## src/pkg/spims_pkg.sv

```systemverilog
// Operation
// - any reset sets the clock gate bit
// - cleared gate stops the block clock
// - master starts; shift registers swap bytes
// - master drives serial clock, slave receives
// - slave responds only while select low
// - written byte waits, loads at start
// - full received byte copied to receive buffer
// - master: clock out, drive mosi, sample miso
// - slave: pin clocks, drive miso, sample mosi
// - prescale divide one to eight
// - rate divide two to 256
// - disabled: release all four pins
// - single-wire master: mosi shared, oe sets direction
// - single-wire slave: mosi released
// - single-wire slave: miso shared, oe sets direction
// - single-wire master: miso released
// - master without fault detect: select released
// - master fault detect: select input or output
// - inactive in every stop mode
// - deep stop: wake in reset state
// - light stop: hold state, resume or reset
// - five eight-bit software registers
// - bit order msb or lsb first
// - clock polarity sets idle level
// - disable aborts, empties, resets flags
// - phase selects the sampling edge
package spims_pkg;
   localparam int unsigned       BYTE_W       = 8;
   localparam int unsigned       BIT_CNT_W    = 4;
   localparam logic [3:0]        BITS_PER_XFR = 4'h8;
   localparam logic [7:0]        DATA_RST     = 8'h00;
   localparam logic [2:0]        PRESC_RST    = 3'h0;
   localparam logic [2:0]        RATE_RST     = 3'h0;
   localparam logic              GATE_RST     = 1'b1;
   localparam int unsigned       DIV_CNT_W    = 11;
   typedef enum logic [1:0] {
      SPIMS_IDLE  = 2'b00,
      SPIMS_LEAD  = 2'b01,
      SPIMS_SHIFT = 2'b10,
      SPIMS_DONE  = 2'b11
   } spims_state_t;
endpackage

```

## src/hw/spims_core.sv

```systemverilog
`timescale 1ns/1ps
`default_nettype none
module spims_core (
   input  wire logic       i_mclk,
   input  wire logic       i_rst_n,
   input  wire logic       i_stop_deep,
   input  wire logic       i_stop_light,
   input  wire logic       i_gate_wr,
   input  wire logic       i_gate_val,
   input  wire logic       i_enable,
   input  wire logic       i_master,
   input  wire logic       i_cpol,
   input  wire logic       i_cpha,
   input  wire logic       i_lsb_first,
   input  wire logic       i_single_wire,
   input  wire logic       i_shared_oe,
   input  wire logic       i_fault_en,
   input  wire logic       i_sel_oe,
   input  wire logic [2:0] i_prescale,
   input  wire logic [2:0] i_rate,
   input  wire logic       i_tx_wr,
   input  wire logic [7:0] i_tx_data,
   input  wire logic       i_rx_rd,
   input  wire logic       i_sck_in,
   input  wire logic       i_mosi_in,
   input  wire logic       i_miso_in,
   input  wire logic       i_ss_n_in,
   output logic            o_gate,
   output logic [7:0]      o_rx_data,
   output logic            o_rx_full,
   output logic            o_tx_empty,
   output logic            o_mode_fault,
   output logic            o_busy,
   output logic            o_sck_out,
   output logic            o_sck_oe,
   output logic            o_mosi_out,
   output logic            o_mosi_oe,
   output logic            o_miso_out,
   output logic            o_miso_oe,
   output logic            o_ss_n_out,
   output logic            o_ss_oe
);
   // pin synchronisers: first stage read only by second
   logic [3:0] pin_s1;
   logic [3:0] pin_s2;
   always_ff @(posedge i_mclk) begin
      pin_s1 <= {i_sck_in, i_mosi_in, i_miso_in, i_ss_n_in};
      pin_s2 <= pin_s1;
   end
   logic sck_s;
   logic mosi_s;
   logic miso_s;
   logic ss_n_s;
   logic sck_d;
   assign sck_s  = pin_s2[3];
   assign mosi_s = pin_s2[2];
   assign miso_s = pin_s2[1];
   assign ss_n_s = pin_s2[0];

   // clock gate register
   always_ff @(posedge i_mclk) begin
      if (!i_rst_n || i_stop_deep) begin
         o_gate <= spims_pkg::GATE_RST;
      end else if (i_gate_wr) begin
         o_gate <= i_gate_val;
      end
   end

   // block clock enable: gate off or light stop freezes the sequencer and buffers; deep stop clears them
   logic run;
   logic live;
   assign run  = o_gate && !i_stop_light && !i_stop_deep;
   assign live = i_enable && run;
   // deep stop acts as reset on the way out
   logic clr;
   assign clr = !i_rst_n || i_stop_deep;

   // bit-rate divider: half bit tick every presc*rate/2 bus clocks, but every 2048 at divide 8 by 256
   // restarts per transfer so the first half bit is full length
   function automatic logic [10:0] half_period(input logic [2:0] p, input logic [2:0] r);
      logic [10:0] full;
      full = 11'({8'h00, p} + 11'h001) << (11'({8'h00, r}) + 11'h001);
      return 11'(full >> 1);
   endfunction
   logic [10:0] div_cnt;
   logic        half_tick;
   logic        m_active;
   assign half_tick = (div_cnt == half_period(i_prescale, i_rate) - 11'h001);
   always_ff @(posedge i_mclk) begin
      if (clr || !live || !m_active) begin
         div_cnt <= '0;
      end else if (run) begin
         div_cnt <= half_tick ? 11'h000 : div_cnt + 11'h001;
      end
   end

   spims_pkg::spims_state_t state;
   logic [7:0] shreg;
   logic [7:0] txbuf;
   logic [3:0] edges;
   logic       tx_full;
   logic       sdi;
   logic       bidir_in;
   logic       full_in;
   assign m_active = i_master && (state != spims_pkg::SPIMS_IDLE);
   assign bidir_in = i_master ? mosi_s : miso_s;
   assign full_in  = i_master ? miso_s : mosi_s;
   assign sdi      = i_single_wire ? bidir_in : full_in;

   // slave edge detect on synchronised clock
   // limitation: sck must stay below about mclk/8
   logic sl_sel;
   logic sl_lead;
   logic sl_trail;
   logic s_mode_lead;
   assign sl_sel      = !i_master && !ss_n_s;
   assign sl_lead     = sl_sel && (sck_s != sck_d) && ((sck_s ^ i_cpol) == 1'b1);
   assign sl_trail    = sl_sel && (sck_s != sck_d) && ((sck_s ^ i_cpol) == 1'b0);
   assign s_mode_lead = i_cpha ? sl_trail : sl_lead;
   always_ff @(posedge i_mclk) begin
      sck_d <= sck_s;
   end

   logic start;
   assign start = live && i_master && state == spims_pkg::SPIMS_IDLE && tx_full;
   logic m_sample;
   assign m_sample = live && half_tick && (edges[0] == i_cpha);
   logic [7:0] shifted;
   assign shifted = i_lsb_first ? {sdi, shreg[7:1]} : {shreg[6:0], sdi};
   logic fault;
   assign fault = live && i_master && i_fault_en && !i_sel_oe && !ss_n_s;

   // transfer sequencer, master and slave
   always_ff @(posedge i_mclk) begin
      if (clr || (run && !i_enable)) begin
         state <= spims_pkg::SPIMS_IDLE;
         edges <= '0;
         shreg <= spims_pkg::DATA_RST;
      end else if (run) begin
         case (state)
            spims_pkg::SPIMS_IDLE: begin
               edges <= '0;
               if (start) begin
                  shreg <= txbuf;
                  state <= spims_pkg::SPIMS_SHIFT;
               end else if (!i_master && sl_sel) begin
                  if (tx_full) begin
                     shreg <= txbuf;
                  end
                  state <= spims_pkg::SPIMS_LEAD;
               end
            end
            spims_pkg::SPIMS_SHIFT: begin
               if (fault) begin
                  state <= spims_pkg::SPIMS_IDLE;
               end else if (half_tick) begin
                  edges <= edges + 4'h1;
                  if (m_sample) begin
                     shreg <= shifted;
                  end
                  if (edges == 4'hf) begin
                     state <= spims_pkg::SPIMS_DONE;
                  end
               end
            end
            spims_pkg::SPIMS_LEAD: begin
               if (ss_n_s) begin
                  state <= spims_pkg::SPIMS_IDLE;
               end else if (s_mode_lead) begin
                  shreg <= shifted;
                  edges <= edges + 4'h2;
                  if (edges == 4'he) begin
                     state <= spims_pkg::SPIMS_DONE;
                  end
               end
            end
            spims_pkg::SPIMS_DONE: begin
               edges <= '0;
               state <= (!i_master && sl_sel) ? spims_pkg::SPIMS_LEAD
                                              : spims_pkg::SPIMS_IDLE;
               if (!i_master && sl_sel && tx_full) begin
                  shreg <= txbuf;
               end
            end
            default: state <= spims_pkg::SPIMS_IDLE;
         endcase
      end
   end

   // serial clock level; idles at polarity outside a shift
   always_ff @(posedge i_mclk) begin
      if (clr || (run && !i_enable)) begin
         o_sck_out <= i_cpol;
      end else if (run) begin
         if (state != spims_pkg::SPIMS_SHIFT) begin
            o_sck_out <= i_cpol;
         end else if (!fault && half_tick) begin
            o_sck_out <= ~o_sck_out;
         end
      end
   end

   // transmit buffer; a write in the load cycle stays queued
   logic loading;
   assign loading = run && (start || (!i_master && sl_sel && tx_full &&
                    (state == spims_pkg::SPIMS_IDLE || state == spims_pkg::SPIMS_DONE)));
   always_ff @(posedge i_mclk) begin
      if (clr || (run && !i_enable)) begin
         txbuf <= spims_pkg::DATA_RST;
      end else if (run && i_tx_wr) begin
         txbuf <= i_tx_data;
      end
   end

   always_ff @(posedge i_mclk) begin
      if (clr || (run && !i_enable)) begin
         tx_full <= 1'b0;
      end else if (run) begin
         if (i_tx_wr) begin
            tx_full <= 1'b1;
         end else if (loading) begin
            tx_full <= 1'b0;
         end
      end
   end

   // flag frozen with the rest while light-stopped or gated
   always_ff @(posedge i_mclk) begin
      o_tx_empty <= (clr || (run && !i_enable)) ? 1'b1 : !(tx_full || (run && i_tx_wr));
   end

   // receive buffer; completion wins over a same-cycle read
   // no overrun flag: an unread byte is overwritten
   always_ff @(posedge i_mclk) begin
      if (clr || (run && !i_enable)) begin
         o_rx_data <= spims_pkg::DATA_RST;
      end else if (run && state == spims_pkg::SPIMS_DONE) begin
         o_rx_data <= shreg;
      end
   end

   always_ff @(posedge i_mclk) begin
      if (clr || (run && !i_enable)) begin
         o_rx_full <= 1'b0;
      end else if (run) begin
         if (state == spims_pkg::SPIMS_DONE) begin
            o_rx_full <= 1'b1;
         end else if (i_rx_rd) begin
            o_rx_full <= 1'b0;
         end
      end
   end

   // mode fault is sticky until disable
   // only seen while enabled, so it never meets the clear
   always_ff @(posedge i_mclk) begin
      if (clr || (run && !i_enable)) begin
         o_mode_fault <= 1'b0;
      end else if (run && fault) begin
         o_mode_fault <= 1'b1;
      end
   end

   always_ff @(posedge i_mclk) begin
      o_busy <= !clr && state != spims_pkg::SPIMS_IDLE;
   end

   // pin routing; stop or disable releases all pins
   logic en_pins;
   logic out_bit;
   assign en_pins = i_enable && run && i_rst_n;
   assign out_bit = i_lsb_first ? shreg[0] : shreg[7];

   always_ff @(posedge i_mclk) begin
      o_sck_oe <= en_pins && i_master;
   end

   // data levels follow the shifter even while released
   always_ff @(posedge i_mclk) begin
      o_mosi_out <= out_bit;
      o_miso_out <= out_bit;
   end

   always_ff @(posedge i_mclk) begin
      o_mosi_oe <= en_pins && i_master && (!i_single_wire || i_shared_oe);
   end

   always_ff @(posedge i_mclk) begin
      o_miso_oe <= en_pins && !i_master && sl_sel
                   && (!i_single_wire || i_shared_oe);
   end

   // select low for the whole busy span
   always_ff @(posedge i_mclk) begin
      o_ss_n_out <= !m_active;
   end

   always_ff @(posedge i_mclk) begin
      o_ss_oe <= en_pins && i_master && i_fault_en && i_sel_oe;
   end
endmodule
`default_nettype wire

```

## config.mk

```make
export PLATFORM = sky130hd
export DESIGN_NAME = spims_core
export DESIGN_NICKNAME = d
export VERILOG_FILES = /design/src/pkg/spims_pkg.sv /design/src/hw/spims_core.sv
export SDC_FILE = /design/constraint.sdc
export NUM_CORES = 1
export LEC_CHECK = 0
export ABC_CLOCK_PERIOD_IN_PS = 5100
export BUFFER_PORTS_ARGS = -buffer_cell sky130_fd_sc_hd__buf_2
export CORE_MARGIN = 2
export CORE_UTILIZATION = 30
export CTS_CLUSTER_DIAMETER = 100
export DETAILED_ROUTE_END_ITERATION = 16
export PLACE_DENSITY_LB_ADDON = 0.05
export SETUP_SLACK_MARGIN = 0.4
export SKIP_LAST_GASP = 1
export SLEW_MARGIN = 10
export SYNTH_ARGS = -nofsm -noshare
export SYNTH_HDL_FRONTEND = slang
export SYNTH_SLANG_ARGS = --single-unit
```

## constraint.sdc

```tcl
create_clock -name i_mclk -period 5.1 [get_ports i_mclk]
set_clock_uncertainty 0.05 [all_clocks]
set_input_delay 0.51 -clock i_mclk [delete_from_list [all_inputs] [get_ports i_mclk]]
set_output_delay 0.51 -clock i_mclk [all_outputs]
set_load 0.02 [all_outputs]
```

# --- Word-level counts from Yosys, hierarchy flattened ---
# Cells that the tools add are included.
word_totals:
  reg_bits: 63
  inputBits: 35
  output_inout_bits: 21
  wordCells: 161
classes:
  add_sub_neg: 6
  eq_ne: 21
  n_shift: 1
  n_mux: 40
  n_bitwise: 3
  n_reduce_logical: 68
ops:
  columns: ["operator", "count"]
  rows:
  - ["$mux 8", 10]
  - ["$logic_and 1x1->1", 34]
  - ["$pmux 8 s4", 1]
  - ["$ne 3x3->1 const B", 6]
  - ["$mux 2", 8]
  - ["$mux 4", 4]
  - ["$mux 1", 14]
  - ["$ne 2x2->1 const B", 7]
  - ["$logic_not 1->1", 13]
  - ["$pmux 4 s3", 1]
  - ["$add 11x1->11 const B", 1]
  - ["$eq 11x11->1", 1]
  - ["$mux 11", 1]
  - ["$shl 4x4->11", 1]
  - ["$sub 10x1->11 const B", 1]
  - ["$reduce_and 9->1", 1]
  - ["$add 3x1->4 const B", 2]
  - ["$eq 4x4->1 const B", 2]
  - ["$logic_or 1x1->1", 8]
  - ["$pmux 2 s4", 1]
  - ["$reduce_bool 2->1", 4]
  - ["$reduce_and 2->1", 3]
  - ["$reduce_and 6->1", 1]
  - ["$reduce_and 5->1", 1]
  - ["other kinds (11)", 13]

# --- Logic depth before layout (Yosys ltp) ---
logic_depth:
  word_depth: 14
  mapped_depth: 15
  mapped_depth_nobuf: 14

# --- Least setup slack after synthesis ---
# No wires, ideal clock.
synth_path:
  path_type: "input-to-reg"
  start: "input i_rate[0]"
  end: "register edges[0]"
  setup_time_ns: 0.074
  arrival_ns: 3.422
  path_slack_ns: 1.554
  path_stages: 15
  path_buffers: 1
  cell_sequence: "ha_1 > buf_2 > nand2_1 > mux2_2 > nand3_1 > ha_1 > inv_1 > a31oi_2 > nand4_1 > nor4_1 > xnor2_1 > and4_4 > nand4_4 > or4_1 > a31oi_1"
synth_between:
  elab_chain_len: 6
synth_lines:
  columns: ["item", "line_no", "text"]
  rows:
  - ["from (decl)", "spims_core.sv:20", "input wire logic [2:0] i_rate,"]
  - ["$add 3x1->4", "spims_core.sv:82", "full = 11'({8'h00, p} + 11'h001) << (11'({8'h00, r}) + 11'h001);"]
  - ["$shl 4x4->11", "spims_core.sv:82", null]
  - ["$sub 10x1->11", "spims_core.sv:88", "assign half_tick = (div_cnt == half_period(i_prescale, i_rate) - 11'h001);"]
  - ["$eq 11x11->1", "spims_core.sv:88", null]
  - ["$ne 2x2->1 (no line)", null, null]
  - ["$reduce_and 5->1 (no line)", null, null]
  - ["to (signal assigned)", "spims_core.sv:157", "edges <= edges + 4'h1;"]
  - ["to (signal assigned)", "spims_core.sv:171", "edges <= edges + 4'h2;"]
  - ["to (decl)", "spims_core.sv:100", "logic [3:0] edges;"]
# No other way between the ends.
# A chain may end at the register's enable or synchronous reset.

# --- Worst setup path in the final report ---
# Same ends and word-level chain as after synthesis.

==> qor.txt <==
Final Setup Violations = 0
start of the worst register-to-register path = o_gate
capturing element type of the critical path = flop
clock sink total = 63
P_leak = 0.00170 uW
most frequent cell after synthesis = nand2_1
CTS max path bufs = 2
Hold Crit Endpoint = pin_s1[0]
initial antenna violation count = 0
min-delay src = i_ss_n_in
top cells by count, synth = nand2_1, dfxtp_1, a21oi_1
ANT nets after route = 0
TNS Setup = 0 ns
Synth area leader = dfxtp_1
worst slack, placed = 0.736 ns
quantity of gates resized following cts = 0
clk_lat worst skew = 0.33 ns
share of the synthesized area in the top cell type = 0.340
largest cells by area after synthesis = dfxtp_1, nand2_1, a21oi_1
vias in the first global route = 3213
pwr/cell area = 309 nW/um2
crit share post-route = 0.792
I/O pins = 56
global-route wire length before repair = 16600 um
non-filler cells, final = 649
register bit count reported by yosys = 63
share of layout cells above drive strength 1 = 0.193
Max Transition Viols Final = 0
floorplan row count = 40
clk root buf = clkbuf_16
status = completed
worst r2r path cells = 6
H-tree Lvls = 3
Worst-path clk slew = 0.06 ns
endpoints failing hold = 0
maxcap violations = 0
Core Area = 12000 um2
overall routing resource usage = 0.161
Slew HR = 0.516
CP Max Fanout = 22
crit start category = input pin
Nets = 543
Starting Density = 0.305
Post-synth EDFFs = 1
maximum VDD drop = 0.000181 V
final wirelength = 9830 um
Max Freq = 0.247 GHz
initial drt markers = 169
Synth Warn # = 0
Antenna diodes = 0
Final GP Congestion = 0.848
Syn Area/Cell = 8.23 um2
Netlist cell types = 66
# DRC = 0
hold buffers post-CTS = 0
area delta synth->final = 20.2%
flop-to-flop setup slack = 2.53 ns
RSZ-0062 raised after global routing = no
largest net degree at the start of global routing = 32
Die Wd = 114 um
Hold Crit Depth = 1
Hold Path Class = input pin to flop
PortBufs = 55
critical path type = input pin to flop
Worst EP arrival = 4.25 ns
Remaining Overflow, GRT = 0
final setup margin = 1.06 ns
Mapped Area = 3650 um2
Detailed Place HPWL = 7260 um
Worst-Margin Slew = 0.726 ns
Syn Inst Count = 444
Routed WL per cell = 15.1 um
routed vias = 3317
setup bufs post-CTS = 0
placed cells = 633
post-synth net total = 490
Synth async-reset ratio = 0
Avg Vias per Cell = 5.11
Pre-Repair DR Iteration Count = 4
TritonCTS Buffers = 9
CTS tree = done
sequential cell area fraction in the yosys report = 0.348
Main synth FF type = dfxtp_1
CP required = 5.31 ns
Reg-to-Reg End = shreg[7]
Final min period = 4.04 ns
die area = 13100 um2
Vert. Die Dim = 114 um
[worst max path at each step]
stage / startpoint / end / slack [ns] / cells past startpoint
3_3_place_gp: i_rate[0] / edges[0] / 0.83 / 15
5_1_grt: i_rate[0] / edges[0] / 0.68 / 15
6_report: i_rate[0] / edges[0] / 1.06 / 15
4_1_cts: i_rate[0] / edges[0] / 1.08 / 15
3_5_place_dp: i_rate[0] / edges[0] / 0.74 / 15
2_1_floorplan: i_rate[0] / edges[0] / 1.55 / 15
[power breakdown]
group | switching (uW) | leakage (uW) | total, uW | internal, uW
clock | 246 | 0.000155 | 659 | 414
combinational | 118 | 0.00104 | 193 | 75.3
sequential | 3.27 | 0.000514 | 503 | 500
[logic make-up (layout without fill, tap and decap cells)]
kind of cell    Yosys count  in the layout  synth area share
simple gates            185            185             0.249
compound gates          113            113             0.217
flops                    63             63             0.348
buf+inv                  29             87            0.0332
xor+xnor                 27             27            0.0699
mux                      16             16            0.0452
fa+ha+maj                11             11            0.0377
[metal layers]
| metal | vias to the layer above | track usage | wire, um |
|---|---|---|---|
| li1 | 1711 | - | - |
| met1 | 1535 | 0.226 | 4960 |
| met2 | 65 | 0.247 | 4420 |
| met3 | 6 | 0.0355 | 345 |
| met4 | 0 | 0.0512 | 105 |
| met5 | - | 0 | 0 |
[cell usage in the layout (no fill, tap or decap), types with 12 or more instances in the layout]
| master | n |
|---|---|
| nor2_1 | 29 |
| o21ai_0 | 17 |
| and3_1 | 14 |
| nand2_1 | 70 |
| a21oi_1 | 38 |
| mux2i_1 | 12 |
| dfxtp_1 | 62 |
| nand3_1 | 22 |
| buf_2 | 55 |
| xor2_1 | 15 |
| inv_1 | 12 |
[layout make-up]
| class | count | area (um2) |
|---|---|---|
| Timing Repair Buffer | 59 | 305 |
| Inverter | 12 | 45.0 |
| Multi-Input combinational cell | 352 | 2260 |
| Clock buffer | 10 | 250 |
| Clock inverter | 6 | 72.6 |
| Sequential cell | 63 | 1270 |
| Tap cell | 147 | 184 |
| Fill cell | 1239 | 7570 |
[registers in the layout, indices dropped and copies added (netlist names), 2 cells and up]
name       flops
pin_s1         4
shreg          8
o_rx_data      8
edges          4
txbuf          8
pin_s2         4
div_cnt       11
state          2
[through the flow]
step	area [um2]	hold WS (ns)	util	power [uW]
2_1_floorplan	3650	0.260	-	656
3_3_place_gp	4070	0.261	0.340	707
3_5_place_dp	4070	0.262	0.340	705
4_1_cts	4390	0.214	0.367	1370
5_1_grt	4390	0.208	0.367	1430
6_report	4390	0.227	0.367	1360
[critical path: stages]
cell	delay, ns
buf_2	0.24
ha_1	0.69
nand2_1	0.15
mux2_2	0.31
nand3_1	0.08
ha_1	0.19
inv_1	0.06
a31oi_2	0.22
nand4_1	0.19
nor4_1	0.33
xnor2_1	0.18
and4_4	0.30
nand4_4	0.15
or4_1	0.50
a31oi_1	0.16
Power figures use the tool's default switching activity.
